==> src/core/tc_defines.svh <==
// Offsets, field positions, reset values and timing counts of the 16-bit timer/counter
`ifndef TC_DEFINES_SVH
`define TC_DEFINES_SVH

// Byte addresses on the register bus
`define TC_OFS_COUNT_LOW 5'h00
`define TC_OFS_COUNT_HIGH 5'h04
`define TC_OFS_TIMER_CONTROL 5'h08
`define TC_OFS_GATE_CONTROL 5'h0C
`define TC_OFS_IRQ_STATUS 5'h10
`define TC_OFS_IRQ_CLEAR 5'h14
`define TC_OFS_IRQ_ENABLE 5'h18

// timer_control fields
`define TC_RUN_ENABLE_BIT 0
`define TC_ASYNC_SELECT_BIT 2
`define TC_PRESCALE_LSB 4
`define TC_CLOCK_SELECT_LSB 6

// gate_control fields
`define TC_GATE_ENABLE_BIT 7

// Interrupt bit position
`define TC_OVERFLOW_BIT 0

// Reset values
`define TC_COUNT_RST 16'h0000
`define TC_TIMER_CONTROL_RST 8'h00
`define TC_GATE_CONTROL_RST 8'h00

// Clock-select codes
`define TC_CS_INSTR 2'h0
`define TC_CS_SYSTEM 2'h1
`define TC_CS_EXTERNAL 2'h2
`define TC_CS_LOW_FREQ 2'h3

// System clocks per instruction cycle, last phase of the divider
`define TC_INSTR_PHASES 4
`define TC_INSTR_LAST 2'h3

`endif

==> src/core/tc_pkg.sv <==
// Types of the 16-bit timer/counter
package tc_pkg;

	// Whole state of the timer, registered once per clock
	typedef struct packed {
		logic ext_meta;
		logic ext_sync;
		logic ext_align;
		logic ext_prev;
		logic lf_meta;
		logic lf_sync;
		logic lf_prev;
		logic armed;
		logic [1:0] instr_div;
		logic [2:0] prescale_cnt;
		logic [15:0] count;
		logic run_enable;
		logic gate_enable;
		logic async_select;
		logic [1:0] prescale_select;
		logic [1:0] clock_select;
		logic overflow_flag;
		logic overflow_irq_en;
		logic bus_ack;
		logic [31:0] readdata;
	} tc_state_t;

endpackage : tc_pkg

==> src/core/tc_timer.sv <==
// 16-bit timer/counter with prescaler, source select and Avalon-MM registers
//
// Decided for this implementation: the placing of the registers and the Avalon-MM register port.
`timescale 1ns/1ps
`include "tc_defines.svh"

module tc_timer
	import tc_pkg::*;
(
	// Clock and reset
	input wire logic clock,
	input wire logic nrst,
	// Avalon-MM slave
	input wire logic [4:0] avs_address,
	input wire logic avs_read,
	input wire logic avs_write,
	input wire logic [31:0] avs_writedata,
	input wire logic [3:0] avs_byteenable,
	output logic [31:0] avs_readdata,
	output logic avs_waitrequest,
	// Count sources
	input wire logic ext_count_input,
	input wire logic low_freq_osc,
	// Gate subsystem and power state
	input wire logic gate_count_enable,
	input wire logic sleep_mode,
	// Overflow interrupt and wake request
	output logic irq
);

	tc_state_t s_r;
	tc_state_t s_nxt;

	logic bus_req;
	logic bus_commit;
	logic wr_low;
	logic wr_high;
	logic ext_level;
	logic ext_rise;
	logic ext_fall;
	logic lf_rise;
	logic src_tick;
	logic count_on;
	logic [2:0] pre_mask;
	logic pre_done;
	logic inc;
	logic ovf;

	// Decode, strobes and count path
	logic awake;
	logic sel_low;
	logic sel_high;
	logic sel_control;
	logic sel_gate;
	logic sel_clear;
	logic sel_enable;
	logic wr_control;
	logic wr_gate;
	logic wr_clear;
	logic wr_enable;
	logic count_write;
	logic disarm;
	logic rd_take;
	logic tick_instr;
	logic tick_system;
	logic tick_ext;
	logic tick_lf;
	logic pre_step;
	logic [2:0] pre_next;
	logic count_max;
	logic [15:0] count_plus;
	logic [7:0] wr_byte;
	logic ctrl_run;
	logic ctrl_async;
	logic [1:0] ctrl_prescale;
	logic [1:0] ctrl_clock;
	logic ctrl_gate;

	// Reset images of the control registers, so each field is sliced on purpose
	localparam logic [7:0] CTRL_RST = `TC_TIMER_CONTROL_RST;
	localparam logic [7:0] GATE_RST = `TC_GATE_CONTROL_RST;

	// Read-back value of an address, unmapped and write-only read zero
	function automatic logic [31:0] read_mux(input tc_state_t s, input logic [4:0] a);
		logic [31:0] d;
		d = 32'h0000_0000;
		case (a)
			`TC_OFS_COUNT_LOW: d[7:0] = s.count[7:0];
			`TC_OFS_COUNT_HIGH: d[7:0] = s.count[15:8];
			`TC_OFS_TIMER_CONTROL:
			begin
				d[`TC_RUN_ENABLE_BIT] = s.run_enable;
				d[`TC_ASYNC_SELECT_BIT] = s.async_select;
				d[`TC_PRESCALE_LSB +: 2] = s.prescale_select;
				d[`TC_CLOCK_SELECT_LSB +: 2] = s.clock_select;
			end
			`TC_OFS_GATE_CONTROL: d[`TC_GATE_ENABLE_BIT] = s.gate_enable;
			`TC_OFS_IRQ_STATUS: d[`TC_OVERFLOW_BIT] = s.overflow_flag;
			`TC_OFS_IRQ_ENABLE: d[`TC_OVERFLOW_BIT] = s.overflow_irq_en;
			default: d = 32'h0000_0000;
		endcase
		return d;
	endfunction : read_mux

	// One wait cycle per access, then the request is taken
	assign bus_req = avs_read | avs_write;
	assign avs_waitrequest = bus_req & ~s_r.bus_ack;
	assign bus_commit = avs_write & s_r.bus_ack & avs_byteenable[0];
	assign wr_byte = avs_writedata[7:0];
	assign rd_take = avs_read & ~s_r.bus_ack;
	assign avs_readdata = s_r.readdata;
	assign irq = s_r.overflow_flag & s_r.overflow_irq_en;

	// Address decode, one select per register that software writes
	assign sel_low = (avs_address == `TC_OFS_COUNT_LOW);
	assign sel_high = (avs_address == `TC_OFS_COUNT_HIGH);
	assign sel_control = (avs_address == `TC_OFS_TIMER_CONTROL);
	assign sel_gate = (avs_address == `TC_OFS_GATE_CONTROL);
	assign sel_clear = (avs_address == `TC_OFS_IRQ_CLEAR);
	assign sel_enable = (avs_address == `TC_OFS_IRQ_ENABLE);
	assign wr_low = bus_commit & sel_low;
	assign wr_high = bus_commit & sel_high;
	assign wr_control = bus_commit & sel_control;
	assign wr_gate = bus_commit & sel_gate;
	assign wr_enable = bus_commit & sel_enable;
	// Only a one in the overflow position clears; other bits are ignored
	assign wr_clear = bus_commit & sel_clear & wr_byte[`TC_OVERFLOW_BIT];

	// Write data fields of the control registers
	assign ctrl_run = wr_byte[`TC_RUN_ENABLE_BIT];
	assign ctrl_async = wr_byte[`TC_ASYNC_SELECT_BIT];
	assign ctrl_prescale = wr_byte[`TC_PRESCALE_LSB +: 2];
	assign ctrl_clock = wr_byte[`TC_CLOCK_SELECT_LSB +: 2];
	assign ctrl_gate = wr_byte[`TC_GATE_ENABLE_BIT];

	// Counter write beats a same-cycle increment in the written byte and restarts the prescaler
	assign count_write = wr_low | wr_high;
	// A stopped timer or a counter write waits for a fresh falling edge
	assign disarm = ~s_r.run_enable | count_write;
	assign awake = ~sleep_mode;
	assign count_plus = s_r.count + 16'h0001;
	assign count_max = (s_r.count == 16'hFFFF);

	always_comb
	begin
		// Async mode reads the plain synchroniser, sync mode one aligned stage later
		ext_level = s_r.async_select ? s_r.ext_sync : s_r.ext_align;
		ext_rise = ext_level & ~s_r.ext_prev;
		ext_fall = ~ext_level & s_r.ext_prev;
		lf_rise = s_r.lf_sync & ~s_r.lf_prev;

		// System clock is stopped in sleep; only the async pin path survives
		tick_instr = awake & (s_r.instr_div == `TC_INSTR_LAST);
		tick_system = awake;
		tick_ext = ext_rise & s_r.armed & (s_r.async_select | awake);
		tick_lf = awake & lf_rise;

		src_tick = 1'b0;
		case (s_r.clock_select)
			`TC_CS_INSTR: src_tick = tick_instr;
			`TC_CS_SYSTEM: src_tick = tick_system;
			`TC_CS_EXTERNAL: src_tick = tick_ext;
			`TC_CS_LOW_FREQ: src_tick = tick_lf;
			default: src_tick = 1'b0;
		endcase

		count_on = s_r.run_enable & (~s_r.gate_enable | gate_count_enable);
		pre_mask = 3'((4'h1 << s_r.prescale_select) - 4'h1);
		pre_done = (s_r.prescale_cnt & pre_mask) == pre_mask;
		pre_step = count_on & src_tick;
		pre_next = pre_done ? 3'h0 : s_r.prescale_cnt + 3'h1;
		inc = pre_step & pre_done;
		ovf = inc & count_max;

		s_nxt = s_r;

		// Pin synchronisers
		s_nxt.ext_meta = ext_count_input;
		s_nxt.ext_sync = s_r.ext_meta;
		s_nxt.ext_align = s_r.ext_sync;
		s_nxt.ext_prev = ext_level;
		s_nxt.lf_meta = low_freq_osc;
		s_nxt.lf_sync = s_r.lf_meta;
		s_nxt.lf_prev = s_r.lf_sync;

		// Instruction-cycle divider, free running while awake
		if (!sleep_mode)
		begin
			s_nxt.instr_div = s_r.instr_div + 2'h1;
		end

		// Falling edge arms the pin counter; disable or counter write disarms
		if (ext_fall)
		begin
			s_nxt.armed = 1'b1;
		end
		if (disarm)
		begin
			s_nxt.armed = 1'b0;
		end

		// Prescaler and counter
		if (pre_step)
		begin
			s_nxt.prescale_cnt = pre_next;
		end
		if (inc)
		begin
			s_nxt.count = count_plus;
		end
		if (count_write)
		begin
			s_nxt.prescale_cnt = 3'h0;
		end
		if (wr_low)
		begin
			s_nxt.count[7:0] = wr_byte;
		end
		if (wr_high)
		begin
			s_nxt.count[15:8] = wr_byte;
		end

		// Control registers
		if (wr_control)
		begin
			s_nxt.run_enable = ctrl_run;
			s_nxt.async_select = ctrl_async;
			s_nxt.prescale_select = ctrl_prescale;
			s_nxt.clock_select = ctrl_clock;
		end
		if (wr_gate)
		begin
			s_nxt.gate_enable = ctrl_gate;
		end
		if (wr_enable)
		begin
			s_nxt.overflow_irq_en = wr_byte[`TC_OVERFLOW_BIT];
		end

		// Overflow flag: a rollover in the clearing cycle still sets it
		if (wr_clear)
		begin
			s_nxt.overflow_flag = 1'b0;
		end
		if (ovf)
		begin
			s_nxt.overflow_flag = 1'b1;
		end

		// Bus answer, read data captured in the wait cycle
		s_nxt.bus_ack = bus_req & ~s_r.bus_ack;
		if (rd_take)
		begin
			s_nxt.readdata = read_mux(s_r, avs_address);
		end

		// Synchronous reset; pin stages clear to the idle low level of both inputs
		if (!nrst)
		begin
			s_nxt.ext_meta = 1'b0;
			s_nxt.ext_sync = 1'b0;
			s_nxt.ext_align = 1'b0;
			s_nxt.ext_prev = 1'b0;
			s_nxt.lf_meta = 1'b0;
			s_nxt.lf_sync = 1'b0;
			s_nxt.lf_prev = 1'b0;
			s_nxt.armed = 1'b0;
			s_nxt.instr_div = 2'h0;
			s_nxt.prescale_cnt = 3'h0;
			s_nxt.count = `TC_COUNT_RST;
			s_nxt.run_enable = CTRL_RST[`TC_RUN_ENABLE_BIT];
			s_nxt.gate_enable = GATE_RST[`TC_GATE_ENABLE_BIT];
			s_nxt.async_select = CTRL_RST[`TC_ASYNC_SELECT_BIT];
			s_nxt.prescale_select = CTRL_RST[`TC_PRESCALE_LSB +: 2];
			s_nxt.clock_select = CTRL_RST[`TC_CLOCK_SELECT_LSB +: 2];
			s_nxt.overflow_flag = 1'b0;
			s_nxt.overflow_irq_en = 1'b0;
			s_nxt.bus_ack = 1'b0;
			s_nxt.readdata = 32'h0000_0000;
		end
	end

	always_ff @(posedge clock)
	begin
		s_r <= s_nxt;
	end

endmodule : tc_timer

==> config.mk <==
export PLATFORM = sky130hd
export DESIGN_NAME = tc_timer
export DESIGN_NICKNAME = d
export VERILOG_FILES = /design/src/core/tc_pkg.sv /design/src/core/tc_timer.sv
export VERILOG_INCLUDE_DIRS = /design/src /design/src/core
export SDC_FILE = /design/constraint.sdc
export NUM_CORES = 1
export LEC_CHECK = 0
export BUFFER_PORTS_ARGS = -buffer_cell sky130_fd_sc_hd__buf_2
export CAP_MARGIN = 25
export CORE_MARGIN = 5
export CORE_UTILIZATION = 47
export DETAILED_ROUTE_END_ITERATION = 8
export PLACE_DENSITY = 0.77
export SLEW_MARGIN = 20
export SYNTH_ARGS = -nofsm -noshare
export SYNTH_HDL_FRONTEND = slang
export SYNTH_SLANG_ARGS = --single-unit
==> constraint.sdc <==
create_clock -name clock -period 2.58 [get_ports clock]
set_clock_uncertainty 0.1 [all_clocks]
set_input_delay 0.774 -clock clock [delete_from_list [all_inputs] [get_ports clock]]
set_output_delay 0.774 -clock clock [all_outputs]
set_load 0.005 [all_outputs]
# Yosys cells after proc, flatten, opt, wreduce, memory -nomap -nowiden

Cells that the tools add are included.

Logic and storage cells: 96
Output and inout bits: 34
Bits in latches: 0
RAM bits: 0
Register bits: 47
Bits in read-only memories: 0
Memories: 0

Shift-type cells: 1
Reduce and logical (&&, ||, !) cells: 7
Bitwise operators: 37
Multiplexer cells: 14
Equality and inequality tests: 12
Div/mod/pow operators: 0
Order comparisons: 0
Multipliers: 0
Add/sub/neg operators: 4

Operator list:

| operator                | number |
|---|---|
| $and A1 B1 Y1           | 23 |
| $add A16 B1 Y16 const B | 1 |
| $eq A16 B16 Y1 const B  | 1 |
| $mux W16                | 1 |
| $mux W8                 | 2 |
| $eq A5 B5 Y1 const B    | 3 |
| $eq A5 B4 Y1 const B    | 2 |
| $pmux W3 S3             | 1 |
| $not A1 Y1              | 8 |
| $pmux W1 S4             | 2 |
| $eq A2 B2 Y1 const B    | 3 |
| $reduce_bool A2 Y1      | 3 |
| $eq A5 B3 Y1 const B    | 1 |
| $logic_not A5 Y1        | 1 |
| $or A1 B1 Y1            | 5 |
| $pmux W1 S5             | 1 |
| $pmux W1 S2             | 2 |
| $reduce_or A2 Y1        | 2 |
| $add A3 B1 Y3 const B   | 1 |
| $and A3 B3 Y3           | 1 |
| $eq A3 B3 Y1            | 1 |
| $mux W1                 | 3 |
| $mux W3                 | 1 |
| $pmux W1 S3             | 1 |
| 5 further kinds         | 5 |

# Longest topological paths before layout

Depth after elaboration: 9
Depth in mapped cells: 9

# Worst setup path after synthesis

Ideal clock, no wire load.

Kind: input-to-reg
Start: in avs_address[1]
End: reg s_r[49] in the netlist's numbering
Arrival time: 2,396 ps
Stages on the path: 6
Buffers on the path: 1
Setup time: 127 ps
Path slack: -43 ps
Data required time: 2,353 ps
Path through: or4_1 > or3_1 > clkbuf_1 > nand3_1 > a41oi_1 > or3_1

Cells in the longest elaborated chain, start to end: 3

RTL lines:

| element                                              | line            | source |
|---|---|---|
| start: declaration                                   | tc_timer.sv:14  | `input wire logic [4:0] avs_address,` |
| $logic_not A5 Y1 *                                   | n/a             |  |
| $and A1 B1 Y1 *                                      | tc_timer.sv:121 | `assign wr_low = bus_commit & sel_low;` |
| $mux W8 / $reduce_bool A2 Y1 (equally long branches) | n/a             |  |
| end signal: assignment                               | tc_timer.sv:286 | `s_r <= s_nxt;` |
| end: declaration                                     | tc_timer.sv:31  | `tc_state_t s_r;` |

Every way passes the cells marked *; elsewhere a longest branch is shown, timed or not.
A chain may end at the register's enable or synchronous reset.

# Worst setup path in the final report

Start: in sleep_mode
End: reg s_r[47] in the netlist's numbering

Cells in the longest elaborated chain, start to end: 7

RTL lines:

| element                               | line            | source |
|---|---|---|
| start: declaration                    | tc_timer.sv:26  | `input wire logic sleep_mode,` |
| $not A1 Y1 *                          | tc_timer.sv:140 | `assign awake = ~sleep_mode;` |
| $or A1 B1 Y1                          | tc_timer.sv:155 | `tick_ext = ext_rise & s_r.armed & (s_r.async_select \| awake);` |
| $and A1 B1 Y1                         | tc_timer.sv:155 |  |
| $pmux W1 S4 *                         | tc_timer.sv:159 | `case (s_r.clock_select)` |
| $and A1 B1 Y1 *                       | tc_timer.sv:170 | `pre_step = count_on & src_tick;` |
| $and A1 B1 Y1 *                       | tc_timer.sv:172 | `inc = pre_step & pre_done;` |
| $reduce_bool A2 Y1 (no source line) * | n/a             |  |

Marked as above.

==> flow_summary.ini <==
[worst_setup_path]
crit_fanout = 10
critPathKind = primary input to register
cp_slowest_stage_delay_ps = 480
cp-end-kind = register
path_cells = buf_2 -> a21boi_0 -> o311a_1 -> a311o_1 -> buf_4 -> buf_4 -> nor4_1 -> nor3_1
cp_common_cell = buf_4
crit_path_top_delay_cell = a311o_1
worstPathArrival_ps = 2500
required_ps = 2670
r2r_slack_ps = 210
cp-start-kind = primary input

[route]
initialDrtViolationCount = 246
wl_per_cell_um = 15.0
drc_errors = 0
vias = 2541
drt_wl_total_mm = 6.73
avgViaCountPerCell = 5.66
ant_nets = 0
drtPass1Iterations = 6

[clock_tree]
cts.htree.levels = 2
clk_pin_slew_ps = 80
post_cts_resized = 0
postCtsHoldBufs = 0
cts_setup_buffers = 0
insertion_delay_ps = 300
cts.path.max_buffers = 2
numCtsBuffers = 5
cts_sinks = 47
clockRootBuffer = clkbuf_8
cts_tree = yes

[logic_synthesis]
yosys.area_share.simple = 0.283
synth.mux.area_fraction = 0.0770
ys_types = 41
avgSynthCellArea_sq_um = 8.27
synth_compound_area_frac = 0.152
async_flop_share = 0
synthesis.area_sq_um = 2790
synthCells = 338
synth-seq-cells = 47
synth_adder_area_share = 0.0269
ys_warn_count = 0
ys.flop_type = dfxtp_1
synth-edff-count = 0
ys_seq_area_frac = 0.337
post_synth_xor_area_fraction = 0.00313
synth_top_family_by_area = simple AND/OR/NAND/NOR gates

[cells_and_area]
final_cell_mix = 47 x dfxtp_1, 31 x buf_2, 26 x o21ai_0, 26 x buf_4
layout_commonest_cell = dfxtp_1
utilization = 0.530
drive_above_1_share = 0.184
area_growth_pct = 11.1
finalNetCount = 429
n_antenna_cell = 0

[timing]
worstMarginPinSlew_ps = 503
setup_violations = 0
hold_violations = 0
max_slew_margin = 0.665
timing.final.crit_share = 0.933
final.min_clock_period_ps = 2410
rsz0062_at_grt = no
max_freq_mhz = 416
drv_slew = 0
tns_ps = 0

[place]
port_buffers = 31
dp_hpwl_mm = 4.97
globalplace.congestion = 0.852

[floorplanning]
io_pins = 83
num_rows = 28
core-area_sq_um = 5850
die_area_sq_um = 7590
initial_core_util = 0.478
die_x_um = 87.1
die_h_um = 87.1

[grt]
overflow = 0
antenna_found_initial = 0
grt_pass1_vias = 2318
grt_pass1_wl_mm = 10.9
gr-usage-all-layers = 0.181
grt_start_max_net_pins = 33

[pwr]
power_density_nw_per_um2 = 420
ir_drop_uv = 263
p_leak_nw = 1.18

[worst_hold_path]
min-delay-path-class = register to register

[outcome]
status = finished, final reports clean

[flow_run]
max_cap_viol_count = 0
==> final cells by class <==
class / instances / area [sq um]
Timing Repair Buffer: 57 / 350
Multi-Input combinational cell: 257 / 1610
Inverter: 6 / 22.5
Fill cell: 552 / 2750
Sequential cell: 47 / 941
Tap cell: 75 / 93.8
Clock inverter: 1 / 5.00
Clock buffer: 6 / 82.6
==> worst paths after layout <==
kind	endpoint	cells past startpoint	start
hold / removal	s_r[69]	1	s_r[70]
setup reg to reg	s_r[47]	7	s_r[39]
setup / recovery	s_r[47]	8	sleep_mode
hold reg to reg	s_r[69]	1	s_r[70]
==> per-layer routing <==
layer	wire length (um)	part of all wire	GRT usage
met1	2860	0.42	0.235
met3	578	0.086	0.0322
met5	0	0	0
met4	189	0.028	0.0781
met2	3110	0.46	0.293
==> metrics by stage <==
| stage | power [mW] | worst slack [ps] | instances | area, sq um | hold WS, ps |
|---|---|---|---|---|---|
| after global routing | 1.36 | 39.8 | 449 | 3100 | 373 |
| after CTS | 1.31 | 168 | 449 | 3100 | 344 |
| after global placement | 0.862 | -111 | 442 | 3020 | 314 |
| final | 1.30 | 174 | 449 | 3100 | 334 |
| after floorplan | 0.840 | 16.9 | 361 | 2880 | 312 |
| after detailed placement | 0.863 | -156 | 442 | 3020 | 324 |
==> flip-flops by register name, summed over array words and instances (netlist names) <==
| signal | flops |
|---|---|
| s_r | 39 |
| avs_readdata | 8 |
==> cell families after synthesis <==
kind of cell / after synthesis
simple gates: 141
compound gates: 66
buf+inv: 57
flops: 47
mux: 19
fa+ha+maj: 6
other cells: 1
xor+xnor: 1
==> report_power, final <==
part	switching, mW	leakage (nW)	internal, mW
logic	0.0623	0.754	0.0466
clock network	0.243	0.0470	0.211
registers	0.00558	0.380	0.734
==> worst max-delay path: cells and delay by family <==
family	cells	cell delay, ps
AOI/OAI and AO/OA	3	910
buffers and inverters	3	430
and+or+nand+nor	2	370
==> synthesized netlist by cell type (2+ instances only) <==
library cell	instances	area share
nand2_1	24	0.032
ha_1	6	0.027
nand4_1	7	0.016
or3_1	3	0.0067
or4_1	6	0.016
nand3b_1	3	0.0081
and2_1	16	0.036
mux2i_1	17	0.061
nand2b_1	4	0.0090
o31ai_1	5	0.013
nor2b_1	19	0.043
nand3_1	14	0.025
a21oi_1	9	0.016
and3_1	6	0.013
a311oi_1	2	0.0063
a21boi_0	2	0.0054
o21ai_0	26	0.047
o31a_1	5	0.016
dfxtp_1	47	0.34
a31oi_1	7	0.016
nor4_1	8	0.018
nor3_1	12	0.021
nor2_1	10	0.013
nor3b_1	4	0.011
buf_4	32	0.086
mux4_2	2	0.016
o311a_1	2	0.0072
a22oi_1	4	0.011
nand4b_1	2	0.0063
and4_1	2	0.0063
inv_1	6	0.0081
clkbuf_1	17	0.023
No activity file was read; power rests on OpenSTA's default activity.
